## config.mk

```make
export PLATFORM = sky130hd
export DESIGN_NAME = bmiu_byte_move
export DESIGN_NICKNAME = d
export VERILOG_FILES = /design/src/rtl/bmiu_pkg.sv /design/src/rtl/bmiu_gpr_file.sv /design/src/rtl/bmiu_byte_move.sv
export SDC_FILE = /design/constraint.sdc
export NUM_CORES = 1
export LEC_CHECK = 0
export ABC_AREA = 0
export BUFFER_PORTS_ARGS = -buffer_cell sky130_fd_sc_hd__clkbuf_2
export CORE_AREA = 2 2 208 210
export DETAILED_ROUTE_END_ITERATION = 8
export DIE_AREA = 0 0 210 212
export PLACE_DENSITY = 0.78
export SLEW_MARGIN = 10
export SYNTH_ARGS = -nofsm -noshare
export SYNTH_HDL_FRONTEND = slang
export SYNTH_SLANG_ARGS = --single-unit
```

## constraint.sdc

```tcl
create_clock -name core_clk -period 13 [get_ports core_clk]
set_clock_uncertainty 0.05 [all_clocks]
set_input_delay 1.3 -clock core_clk [delete_from_list [all_inputs] [get_ports core_clk]]
set_output_delay 1.3 -clock core_clk [all_outputs]
set_load 0.01 [all_outputs]
```

## src/rtl/bmiu_pkg.sv

```systemverilog
// Overview of operation
// - Eight registers, word and byte access.
// - Byte move sets N, Z; clears V.
// - Byte moves never touch the carry flag.
// - Post-increment load: read, pointer plus one, length two.
// - Pre-decrement store: pointer minus one first, length two.
// - Sixteen-bit displacement load is four bytes long.
// - Twenty-four-bit displacement load is eight bytes long.
// - Sixteen-bit displacement store is four bytes long.
// - Twenty-four-bit displacement store is eight bytes long.
package bmiu_pkg;

  // Data path widths.
  localparam int ADDR_W = 32;
  localparam int NUM_REGS = 8;
  localparam int REG_W = 32;

  // Bit positions inside the condition flags register.
  localparam int FLAG_N = 3;
  localparam int FLAG_Z = 2;
  localparam int FLAG_V = 1;
  localparam int FLAG_C = 0;
  localparam logic [7:0] FLAGS_RESET = 8'h00;

  // Byte register code: bit 3 picks the low byte, bits 2..0 pick the register.
  localparam int BSEL_LOW = 3;

  // Page that eight-bit absolute addresses fall into.
  localparam logic [31:0] ABS8_BASE = 32'hFFFFFF00;

  // Instruction lengths in bytes.
  localparam logic [3:0] LEN_SHORT = 4'h2;
  localparam logic [3:0] LEN_D16 = 4'h4;
  localparam logic [3:0] LEN_D24 = 4'h8;
  localparam logic [3:0] LEN_ABS16 = 4'h4;
  localparam logic [3:0] LEN_ABS24 = 4'h6;

  // Byte move forms.
  typedef enum logic [3:0] {
    MV_IMM, MV_REG,
    LD_IND, LD_D16, LD_D24, LD_POST, LD_ABS8, LD_ABS16, LD_ABS24,
    ST_IND, ST_D16, ST_D24, ST_PRE, ST_ABS8, ST_ABS16, ST_ABS24
  } bmiu_mode_t;

  // One decoded byte move as handed over by the fetch stage.
  typedef struct packed {
    bmiu_mode_t mode;
    logic [3:0] dst;
    logic [3:0] src;
    logic [2:0] ptr;
    logic [23:0] ext;
  } bmiu_cmd_t;

  // Byte memory bus request.
  typedef struct packed {
    logic req;
    logic we;
    logic [31:0] addr;
    logic [7:0] wdata;
  } bmiu_bus_t;

endpackage

```

## src/rtl/bmiu_gpr_file.sv

```systemverilog
`timescale 1ns/1ps
// General register file with byte-lane writes and registered read ports.
module bmiu_gpr_file #(
  parameter int NUM = 8,
  parameter int W = 32
) (
  // Clock and reset.
  input wire logic core_clk,
  input wire logic rst,
  // Execution read port.
  input wire logic [$clog2(NUM)-1:0] rd_idx,
  output logic [W-1:0] rd_data,
  // Observation read port.
  input wire logic [$clog2(NUM)-1:0] obs_idx,
  output logic [W-1:0] obs_data,
  // Write port with one enable per byte lane.
  input wire logic we,
  input wire logic [$clog2(NUM)-1:0] widx,
  input wire logic [W/8-1:0] wbe,
  input wire logic [W-1:0] wdata
);

  // Each lane has storage of its own, so a byte write keeps its neighbours and
  // no two processes ever write one array.
  for (genvar b = 0; b < W / 8; b++) begin : g_lane
    logic [7:0] lane_mem [NUM]; // One byte of every register.
    // Cleared at reset: byte moves cannot reach the upper halves, so they must start known.
    always_ff @(posedge core_clk) begin
      if (rst) begin
        for (int r = 0; r < NUM; r++) begin
          lane_mem[r] <= 8'h00;
        end
      end else if (we && wbe[b]) begin
        lane_mem[widx] <= wdata[b*8 +: 8];
      end
    end
    // Read data come out of flip-flops, one cycle after the index.
    always_ff @(posedge core_clk) begin
      rd_data[b*8 +: 8] <= lane_mem[rd_idx];
      obs_data[b*8 +: 8] <= lane_mem[obs_idx];
    end
  end

endmodule

```

## src/rtl/bmiu_byte_move.sv

```systemverilog
`timescale 1ns/1ps
// Executes byte moves between the general registers, immediates and memory.
module bmiu_byte_move (
  // Clock and reset.
  input wire logic core_clk,
  input wire logic rst,
  // Decoded instruction handshake.
  input wire logic cmd_valid,
  input wire bmiu_pkg::bmiu_cmd_t cmd,
  output logic cmd_ready,
  // Completion report.
  output logic done,
  output logic [3:0] instr_len,
  // Condition flags.
  output logic [7:0] condition_flags_register,
  // Byte memory bus.
  output bmiu_pkg::bmiu_bus_t bus,
  input wire logic mem_ack,
  input wire logic [7:0] mem_rdata,
  // Register observation port.
  input wire logic [2:0] obs_idx,
  output logic [31:0] obs_data
);

  typedef enum logic [2:0] {S_IDLE, S_PTR, S_SRC, S_EXEC, S_BUS, S_PTRWB} bmiu_state_t;

  bmiu_state_t state; // Sequencer state.
  bmiu_pkg::bmiu_cmd_t cur; // Command being executed.
  logic [31:0] ptr_val; // Pointer register value read for this command.
  logic [2:0] rd_idx; // Register file read index.
  logic [31:0] rd_data; // Register file read data, one cycle late.
  logic rf_we; // Register file write strobe.
  logic [2:0] rf_widx; // Register file write index.
  logic [3:0] rf_wbe; // Register file byte enables.
  logic [31:0] rf_wdata; // Register file write data.
  logic [7:0] src_byte; // Source byte picked from the read word.
  logic [31:0] ea; // Effective address for memory forms.

  // Length of each form, shared by the completion report.
  function automatic logic [3:0] form_len(input bmiu_pkg::bmiu_mode_t m);
    case (m)
      bmiu_pkg::LD_D16, bmiu_pkg::ST_D16: form_len = bmiu_pkg::LEN_D16;
      bmiu_pkg::LD_D24, bmiu_pkg::ST_D24: form_len = bmiu_pkg::LEN_D24;
      bmiu_pkg::LD_ABS16, bmiu_pkg::ST_ABS16: form_len = bmiu_pkg::LEN_ABS16;
      bmiu_pkg::LD_ABS24, bmiu_pkg::ST_ABS24: form_len = bmiu_pkg::LEN_ABS24;
      // Post-increment and pre-decrement are short forms.
      default: form_len = bmiu_pkg::LEN_SHORT;
    endcase
  endfunction

  // Byte lane mask of a byte register code: high byte is lane 1, low byte lane 0.
  function automatic logic [3:0] lane_mask(input logic [3:0] code);
    lane_mask = code[bmiu_pkg::BSEL_LOW] ? 4'h1 : 4'h2;
  endfunction

  // Picks a byte register out of its containing word.
  function automatic logic [7:0] get_byte(input logic [31:0] w, input logic [3:0] code);
    get_byte = code[bmiu_pkg::BSEL_LOW] ? w[7:0] : w[15:8];
  endfunction

  // True for forms that read memory into a register.
  function automatic logic is_load(input bmiu_pkg::bmiu_mode_t m);
    is_load = (m >= bmiu_pkg::LD_IND) && (m <= bmiu_pkg::LD_ABS24);
  endfunction

  // The shared register file; its reads are registered.
  bmiu_gpr_file #(.NUM(bmiu_pkg::NUM_REGS), .W(bmiu_pkg::REG_W)) u_gpr (
    .core_clk(core_clk),
    .rst(rst),
    .rd_idx(rd_idx),
    .rd_data(rd_data),
    .obs_idx(obs_idx),
    .obs_data(obs_data),
    .we(rf_we),
    .widx(rf_widx),
    .wbe(rf_wbe),
    .wdata(rf_wdata)
  );

  // The source byte comes from the word read for the source register.
  assign src_byte = get_byte(rd_data, cur.src);

  // Effective address; displacements are sign-extended, the 24-bit absolute form zero-extended.
  always_comb begin
    case (cur.mode)
      bmiu_pkg::LD_D16, bmiu_pkg::ST_D16:
        ea = ptr_val + {{16{cur.ext[15]}}, cur.ext[15:0]};
      bmiu_pkg::LD_D24, bmiu_pkg::ST_D24:
        ea = ptr_val + {{8{cur.ext[23]}}, cur.ext};
      bmiu_pkg::ST_PRE: ea = ptr_val - 32'h00000001;
      bmiu_pkg::LD_ABS8, bmiu_pkg::ST_ABS8: ea = bmiu_pkg::ABS8_BASE | {24'h000000, cur.ext[7:0]};
      bmiu_pkg::LD_ABS16, bmiu_pkg::ST_ABS16:
        ea = {{16{cur.ext[15]}}, cur.ext[15:0]};
      bmiu_pkg::LD_ABS24, bmiu_pkg::ST_ABS24: ea = {8'h00, cur.ext};
      default: ea = ptr_val;
    endcase
  end

  // Sequencer: read pointer, read source, then execute and write back.
  always_ff @(posedge core_clk) begin
    if (rst) begin
      state <= S_IDLE;
      cur <= '0;
      rd_idx <= 3'h0;
      ptr_val <= 32'h00000000;
    end else begin
      case (state)
        S_IDLE: begin
          // A command is taken only while idle, so the ready flop is high.
          if (cmd_valid && cmd_ready) begin
            cur <= cmd;
            rd_idx <= cmd.ptr;
            state <= S_PTR;
          end
        end
        S_PTR: begin
          // The register file now latches the pointer; ask for the source next.
          rd_idx <= cur.src[2:0];
          state <= S_SRC;
        end
        S_SRC: begin
          ptr_val <= rd_data;
          state <= S_EXEC;
        end
        S_EXEC: begin
          // Register and immediate forms finish here; the rest go to the bus.
          if (cur.mode == bmiu_pkg::MV_IMM || cur.mode == bmiu_pkg::MV_REG) begin
            state <= S_IDLE;
          end else begin
            state <= S_BUS;
          end
        end
        S_BUS: begin
          if (mem_ack) begin
            state <= (cur.mode == bmiu_pkg::LD_POST) ? S_PTRWB : S_IDLE;
          end
        end
        S_PTRWB: state <= S_IDLE;
        default: state <= S_IDLE;
      endcase
    end
  end

  // Ready is high only in the idle state, rising in the same cycle as the last write is posted.
  always_ff @(posedge core_clk) begin
    if (rst) begin
      cmd_ready <= 1'b1;
    end else if (state == S_IDLE && cmd_valid && cmd_ready) begin
      cmd_ready <= 1'b0;
    end else if ((state == S_EXEC && (cur.mode == bmiu_pkg::MV_IMM ||
                  cur.mode == bmiu_pkg::MV_REG)) ||
                 (state == S_BUS && mem_ack && cur.mode != bmiu_pkg::LD_POST) ||
                 state == S_PTRWB) begin
      cmd_ready <= 1'b1;
    end
  end

  // Memory bus: one byte request held until acknowledged.
  always_ff @(posedge core_clk) begin
    if (rst) begin
      bus <= '0;
    end else if (state == S_EXEC && cur.mode != bmiu_pkg::MV_IMM &&
                 cur.mode != bmiu_pkg::MV_REG) begin
      bus.req <= 1'b1;
      bus.we <= !is_load(cur.mode);
      bus.addr <= ea;
      bus.wdata <= src_byte;
    end else if (state == S_BUS && mem_ack) begin
      bus.req <= 1'b0;
      bus.we <= 1'b0;
    end
  end

  // Register file writes: destination byte, incremented or decremented pointer.
  always_ff @(posedge core_clk) begin
    if (rst) begin
      rf_we <= 1'b0;
      rf_widx <= 3'h0;
      rf_wbe <= 4'h0;
      rf_wdata <= 32'h00000000;
    end else begin
      rf_we <= 1'b0;
      if (state == S_EXEC && cur.mode == bmiu_pkg::MV_IMM) begin
        rf_we <= 1'b1;
        rf_widx <= cur.dst[2:0];
        rf_wbe <= lane_mask(cur.dst);
        rf_wdata <= {4{cur.ext[7:0]}};
      end else if (state == S_EXEC && cur.mode == bmiu_pkg::MV_REG) begin
        rf_we <= 1'b1;
        rf_widx <= cur.dst[2:0];
        rf_wbe <= lane_mask(cur.dst);
        rf_wdata <= {4{src_byte}};
      end else if (state == S_EXEC && cur.mode == bmiu_pkg::ST_PRE) begin
        // The pointer is lowered in the same cycle the store starts.
        rf_we <= 1'b1;
        rf_widx <= cur.ptr;
        rf_wbe <= 4'hF;
        rf_wdata <= ea;
      end else if (state == S_BUS && mem_ack && is_load(cur.mode)) begin
        rf_we <= 1'b1;
        rf_widx <= cur.dst[2:0];
        rf_wbe <= lane_mask(cur.dst);
        rf_wdata <= {4{mem_rdata}};
      end else if (state == S_PTRWB) begin
        // Written after the loaded byte, so a pointer that is also the target wins.
        rf_we <= 1'b1;
        rf_widx <= cur.ptr;
        rf_wbe <= 4'hF;
        rf_wdata <= ptr_val + 32'h00000001;
      end
    end
  end

  // Flags follow the moved byte; carry and the upper bits are left alone.
  always_ff @(posedge core_clk) begin
    if (rst) begin
      condition_flags_register <= bmiu_pkg::FLAGS_RESET;
    end else if (state == S_EXEC && cur.mode == bmiu_pkg::MV_IMM) begin
      condition_flags_register[bmiu_pkg::FLAG_N] <= cur.ext[7];
      condition_flags_register[bmiu_pkg::FLAG_Z] <= (cur.ext[7:0] == 8'h00);
      condition_flags_register[bmiu_pkg::FLAG_V] <= 1'b0;
    end else if (state == S_EXEC && !is_load(cur.mode)) begin
      // Register moves and stores take the flags from the source byte.
      condition_flags_register[bmiu_pkg::FLAG_N] <= src_byte[7];
      condition_flags_register[bmiu_pkg::FLAG_Z] <= (src_byte == 8'h00);
      condition_flags_register[bmiu_pkg::FLAG_V] <= 1'b0;
    end else if (state == S_BUS && mem_ack && is_load(cur.mode)) begin
      condition_flags_register[bmiu_pkg::FLAG_N] <= mem_rdata[7];
      condition_flags_register[bmiu_pkg::FLAG_Z] <= (mem_rdata == 8'h00);
      condition_flags_register[bmiu_pkg::FLAG_V] <= 1'b0;
    end
  end

  // Completion pulse with the length of the finished instruction.
  always_ff @(posedge core_clk) begin
    if (rst) begin
      done <= 1'b0;
      instr_len <= 4'h0;
    end else begin
      done <= 1'b0;
      if ((state == S_EXEC && (cur.mode == bmiu_pkg::MV_IMM ||
           cur.mode == bmiu_pkg::MV_REG)) ||
          (state == S_BUS && mem_ack && cur.mode != bmiu_pkg::LD_POST) ||
          state == S_PTRWB) begin
        done <= 1'b1;
        instr_len <= form_len(cur.mode);
      end
    end
  end

endmodule

```

Yosys cells after proc, flatten, opt, wreduce, memory -nomap -nowiden

Memories as Yosys holds them, arrays and structs flattened. A register that Yosys moved wholly into a read port is not among the register bits.
Index checks and enable logic that the tools add are counted.

Add/sub/neg operators: 4
Order comparisons: 2
Equality and inequality tests: 22
Mux-type cells: 64
Reductions and logical operators: 45

Operators by type and width:

| kind                    | number |
|---|---|
| $pmux W32 S6            | 1 |
| $mux W32                | 5 |
| $add A32 B32 Y32        | 2 |
| $mux W3                 | 17 |
| $mux W8                 | 5 |
| $add A32 B1 Y32 const B | 1 |
| $reduce_or A8 Y1        | 4 |
| $sub A32 B1 Y32 const B | 1 |
| $eq A4 B4 Y1 const B    | 7 |
| $mux W1                 | 26 |
| $logic_not A8 Y1        | 3 |
| $mux W4                 | 5 |
| $logic_and A1 B1 Y1     | 18 |
| $eq A4 B3 Y1 const B    | 4 |
| $pmux W3 S5             | 1 |
| $reduce_or A2 Y1        | 5 |
| $eq A3 B2 Y1 const B    | 2 |
| $eq A3 B3 Y1 const B    | 2 |
| $mux W2                 | 3 |
| $pmux W3 S2             | 1 |
| $reduce_and A2 Y1       | 3 |
| $reduce_bool A2 Y1      | 3 |
| $reduce_bool A5 Y1      | 1 |
| $eq A4 B1 Y1 const B    | 1 |
| 13 further kinds        | 16 |

Register bits after elaboration: 167
RAM bits: 256
Memory bits (read-only): 48
Bits of input ports: 54
Output and inout port bits: 88
Memories kept: 5

Memories:

| name                     | words | bits a word | read ports | clocked after Yosys merged registers in | write ports | line                 | source |
|---|---|---|---|---|---|---|---|
| u_gpr.g_lane[0].lane_mem | 8     | 8           | 2          | 2                                       | 8           | bmiu_gpr_file.sv:26  | `logic [7:0] lane_mem [NUM];` |
| u_gpr.g_lane[1].lane_mem | 8     | 8           | 2          | 2                                       | 8           | bmiu_gpr_file.sv:26  |  |
| u_gpr.g_lane[2].lane_mem | 8     | 8           | 2          | 2                                       | 8           | bmiu_gpr_file.sv:26  |  |
| u_gpr.g_lane[3].lane_mem | 8     | 8           | 2          | 2                                       | 8           | bmiu_gpr_file.sv:26  |  |
| (name not given)         | 16    | 3           | 1          | 1                                       | 0           | bmiu_byte_move.sv:41 | `case (m)` |

Logic depth before layout (Yosys ltp)

Word-level depth: 7
Depth in mapped cells: 19

Modules after synthesis

A second synthesis with hierarchy kept.

Cells, all modules: 2,394
Area total of the unflattened synthesis: 25,727.2 µm²

Modules (own cells, without submodules):

| module         | times used | cells an instance | area an instance (µm²) | seq. area each (µm²) |
|---|---|---|---|---|
| bmiu_gpr_file  | 1          | 945               | 15,129.5               | 8,968.6 |
| bmiu_byte_move | 1          | 1,449             | 10,597.7               | 3,303.2 |

Least setup slack after synthesis

OpenSTA, ideal clock, no wires.

Path kind: reg2reg
From: register cur[2] in the netlist's numbering
To: register bus[36] in the netlist's numbering
Setup time: 0.078 ns
Arrival time: 4.225 ns
Required time: 12.872 ns
Path slack: 8.647 ns
Stages on the path, launching flop included: 20
Buffers on the path: 2
Clock period less this slack: 4.353 ns
Cells stage by stage: dfxtp_1 > buf_6 > or4_4 > or3_4 > or3_4 > nor2b_4 > nand3_1 > o211ai_1 > a31oi_1 > ha_1 > clkbuf_1 > o21a_1 > o211ai_1 > o21ai_0 > o311ai_2 > a21boi_2 > mux2_4 > o21ai_2 > nor2_1 > nor3_1

Longest elaborated chain between the ends: 2
Elaborated cells on any way between the ends: 3

RTL lines:

| element                                    | line                                       | source |
|---|---|---|
| start, declared                            | bmiu_byte_move.sv:28                       | `bmiu_pkg::bmiu_cmd_t cur;` |
| start signal, assigned                     | bmiu_byte_move.sv:111                      | `cur <= cmd;` |
| $add A32 B32 Y32, on equally long branches | bmiu_byte_move.sv:89, bmiu_byte_move.sv:87 |  |
| $pmux W32 S6 (*)                           | bmiu_byte_move.sv:85                       | `case (cur.mode)` |
| end, declared                              | bmiu_byte_move.sv:17                       | `output bmiu_pkg::bmiu_bus_t bus,` |

Mark *: on every way between the ends. The rest lies on a longest branch, timed or not.
A chain may end at the register's enable or synchronous reset.

Final worst setup path

From: register cur[36] in the netlist's numbering
To: register bus[39] in the netlist's numbering

Longest elaborated chain between the ends: 3
Elaborated cells on any way between the ends: 21

RTL lines:

| element                                                        | line |
|---|---|
| $eq A4 B4 Y1 (tied with other cells)                           | bmiu_byte_move.sv:85 |
| $reduce_or A2 Y1 / $logic_and A1 B1 Y1 (equally long branches) | bmiu_byte_move.sv:85, bmiu_byte_move.sv:162 |
| $pmux W32 S6 / $logic_and A1 B1 Y1 (equally long branches)     | bmiu_byte_move.sv:85, bmiu_byte_move.sv:162 |

Several ways; a longest one is shown, not always the timed one.

==> impl_metrics.toml <==
[outcome]
outcome = "complete, no violations"

[detailed_routing]
final_antenna_net_count = 0
viasPerCell = 6.44
first_pass_iters = 6
wl_per_cell_um = 25.4
drt-total-wl_um = 75200
drt_iter0_markers = 2238
drc_errors = 0
routed-via-count = 19000

[critical_path]
crit_chain = "ha_1 -> nand2_1 -> o2bb2ai_1 -> inv_1 -> nand2_1 -> nand3_1 -> o211ai_1 -> a31oi_1 -> ha_1 -> and4_1 -> nor3b_1 -> o21ai_0 -> a21oi_1 -> nor2b_1 -> xnor2_1 -> o31a_1 -> a211oi_2"
startpoint_type = "flop"
worstPathRequired_ns = 13.48
crit_fanout = 13
crit_family = "compound AO/OA/AOI/OAI gates"
crit_slowest_cell = "o2bb2ai_1"
worstSetupStartpoint = "cur[36]"
rr_startpoint = "cur[36]"
cp_slowest_stage_delay_ns = 0.91
crit_arrival_ns = 5.55
crit_path_end_kind = "flop"
critPathKind = "flop to flop"
path_buf_inv = 1

[run]
drv_cap = 0

[placement]
io_buffers = 134
hpwl_um = 52600
placed_area_um2 = 26200
globalplace.congestion = 0.996
dp_slack_ns = 7.92

[synth]
synth_top_area_share_pct = 30.6
ys.warnings.count = 0
synthTopCellsByArea = "edfxtp_1 31%, dfxtp_1 18%, mux4_2 12%, and2_1 6.6%, nand2_1 3.6%"
syn_avg_cell_area_um2 = 11.0
yosys.cell_types.count = 87
syn-cell-area_um2 = 25100
syn_inst = 2279
synth-edff-count = 256
synth_flop_cell = "edfxtp_1"
synth-seq-cells = 485
synth_top_area_cell = "edfxtp_1"
ys_async_sr_fraction_pct = 0
ys_seq_area_share_pct = 48.8

[grt]
grt_pass1_wl_um = 113000
grt_usage_pct = 33.9
grt_max_degree = 81
overflow = 0
grt_pass1_vias = 18600
antenna_found_initial = 0

[timing]
tns_ns = 0
hold_viol = 0
tightest_slew_ns = 1.14
max_slew_margin_pct = 24.1
max_freq_mhz = 197
post-route-period-util_pct = 39.0
period_needed_ns = 5.07
setup_ws_ns = 7.93
drv_slew = 0
rsz0062_at_grt = "false"
setup_viol = 0

[floorplanning]
ios = 142
die-height_um = 212
design.die.area_um2 = 44500
rows = 76
initial_core_util_pct = 59.1
die_x_um = 210
core_area_um2 = 42500

[final_layout]
mostFrequentLayoutCell = "and2_1"
nNetsFinal = 2459
final_cell_mix = "264 x and2_1, 256 x edfxtp_1, 239 x nand2_1"
antenna_cells = 0
area_growth_pct = 10.8
nFillCells = 3207
drive_above_1_share_pct = 21.2
multi_input_area_um2 = 12200
final_area_um2 = 27800
regArea_um2 = 12300

[power]
ir_drop_v = 0.000126
p_per_area_nw_per_um2 = 156
p_leak_uw = 0.0103

[clock_tree]
cts_sinks = 485
clk_latency_ns = 0.60
postCtsSetupBuffers = 0
htreeDepth = 2
cts_tree = "done"
cts.reportedPaths.clkPinSlew_ns = 0.06
cts_root_buf = "clkbuf_16"
post_cts_resized = 0
holdBufCountCts = 0
numCtsBuffers = 51
clockBufferDepth = 3

[hold_path]
holdCritPathClass = "flop to flop"
min_from = "u_gpr.rd_data[18]"
-- logic make-up (layout without fill, tap and decap cells) --
kind of cell    count (synthesis)  after routing  share of synthesized area (%)
other cells                     1              7                         0.0149
flops                         485            485                           48.8
fa+ha+maj                      40             40                           2.02
mux                           211            211                           15.2
simple gates                  922            922                           18.5
compound gates                394            394                           10.4
xor+xnor                       67             67                           2.34
buf+inv                       159            282                           2.73
-- synthesized netlist by cell type, types with 8 or more instances --
library cell	n
clkbuf_1	96
a31oi_1	10
buf_1	18
a21o_1	14
mux2_2	65
or2_2	28
mux4_2	129
a21oi_1	158
ha_1	39
nor3_1	58
a221oi_1	21
nor2b_1	11
dfxtp_1	229
xor2_1	27
nand2_1	239
buf_4	11
nand3_1	28
nor2_1	200
nand4_1	13
a211oi_1	51
or3_1	8
nand2b_1	14
xnor2_1	40
buf_2	11
and3_1	18
edfxtp_1	256
o211ai_1	8
mux2i_1	16
inv_1	18
and2_1	265
nor4_1	8
o21ai_0	57
-- sequential cells by signal, summed over array words and instances (netlist names) --
signal                    cells
bus                          42
cmd_ready                     1
condition_flags_register      2
cur                          39
done                          1
instr_len                     3
ptr_val                      32
rd_idx                        3
rf_wbe                        3
rf_wdata                     32
rf_we                         1
rf_widx                       3
state                         3
u_gpr.g_lane.lane_mem       256
u_gpr.obs_data               32
u_gpr.rd_data                32
-- worst min-delay path: cells and delay by family, from the launching register on --
kind               cells  cell delay, ns
and+or+nand+nor        1            0.05
AOI/OAI and AO/OA      1            0.05
DFF                    1            0.30
-- path summary, 6_finish.rpt --
kind / slack, ns / depth (start not counted) / to
worst min-delay path: 0.39 / 2 / ptr_val[18]
worst max-delay path: 7.93 / 17 / bus[39]
worst min register to register: 0.39 / 2 / ptr_val[18]
worst max register to register: 7.93 / 17 / bus[39]
-- routing by layer --
metal	global-route usage [%]	part of all wire (%)	vias to the layer above	wire length, µm
met4	10.3	3.1	0	2330
met5	0	0	-	0
met3	6.72	9.2	169	6920
li1	-	-	8524	-
met2	55.5	48	986	35700
met1	46.2	40	9359	30200
-- layout make-up --
cell class | count | share of cell area (%)
clock inverters | 29 | 0.818
inverters | 18 | 0.243
flip-flops and latches | 485 | 44.1
repair buffers | 168 | 3.36
multi-input cells | 1641 | 43.9
clock buffers | 67 | 5.10
well taps | 546 | 2.45
-- stage by stage --
step	total power, µW	hold slack, ns	cells	util (%)
after global routing	4520	0.418	2954	65.5
after CTS	4340	0.390	2954	65.5
after global placement	2900	0.381	2858	61.6
final	4350	0.393	2954	65.5
after floorplan	2600	0.367	2285	-
after detailed placement	2910	0.377	2858	61.6
-- power breakdown --
group | internal, µW | switching (µW)
clock | 814 | 625
combinational | 425 | 623
sequential | 1720 | 141
total | 2960 | 1390
Power figures use the tool's default switching activity.
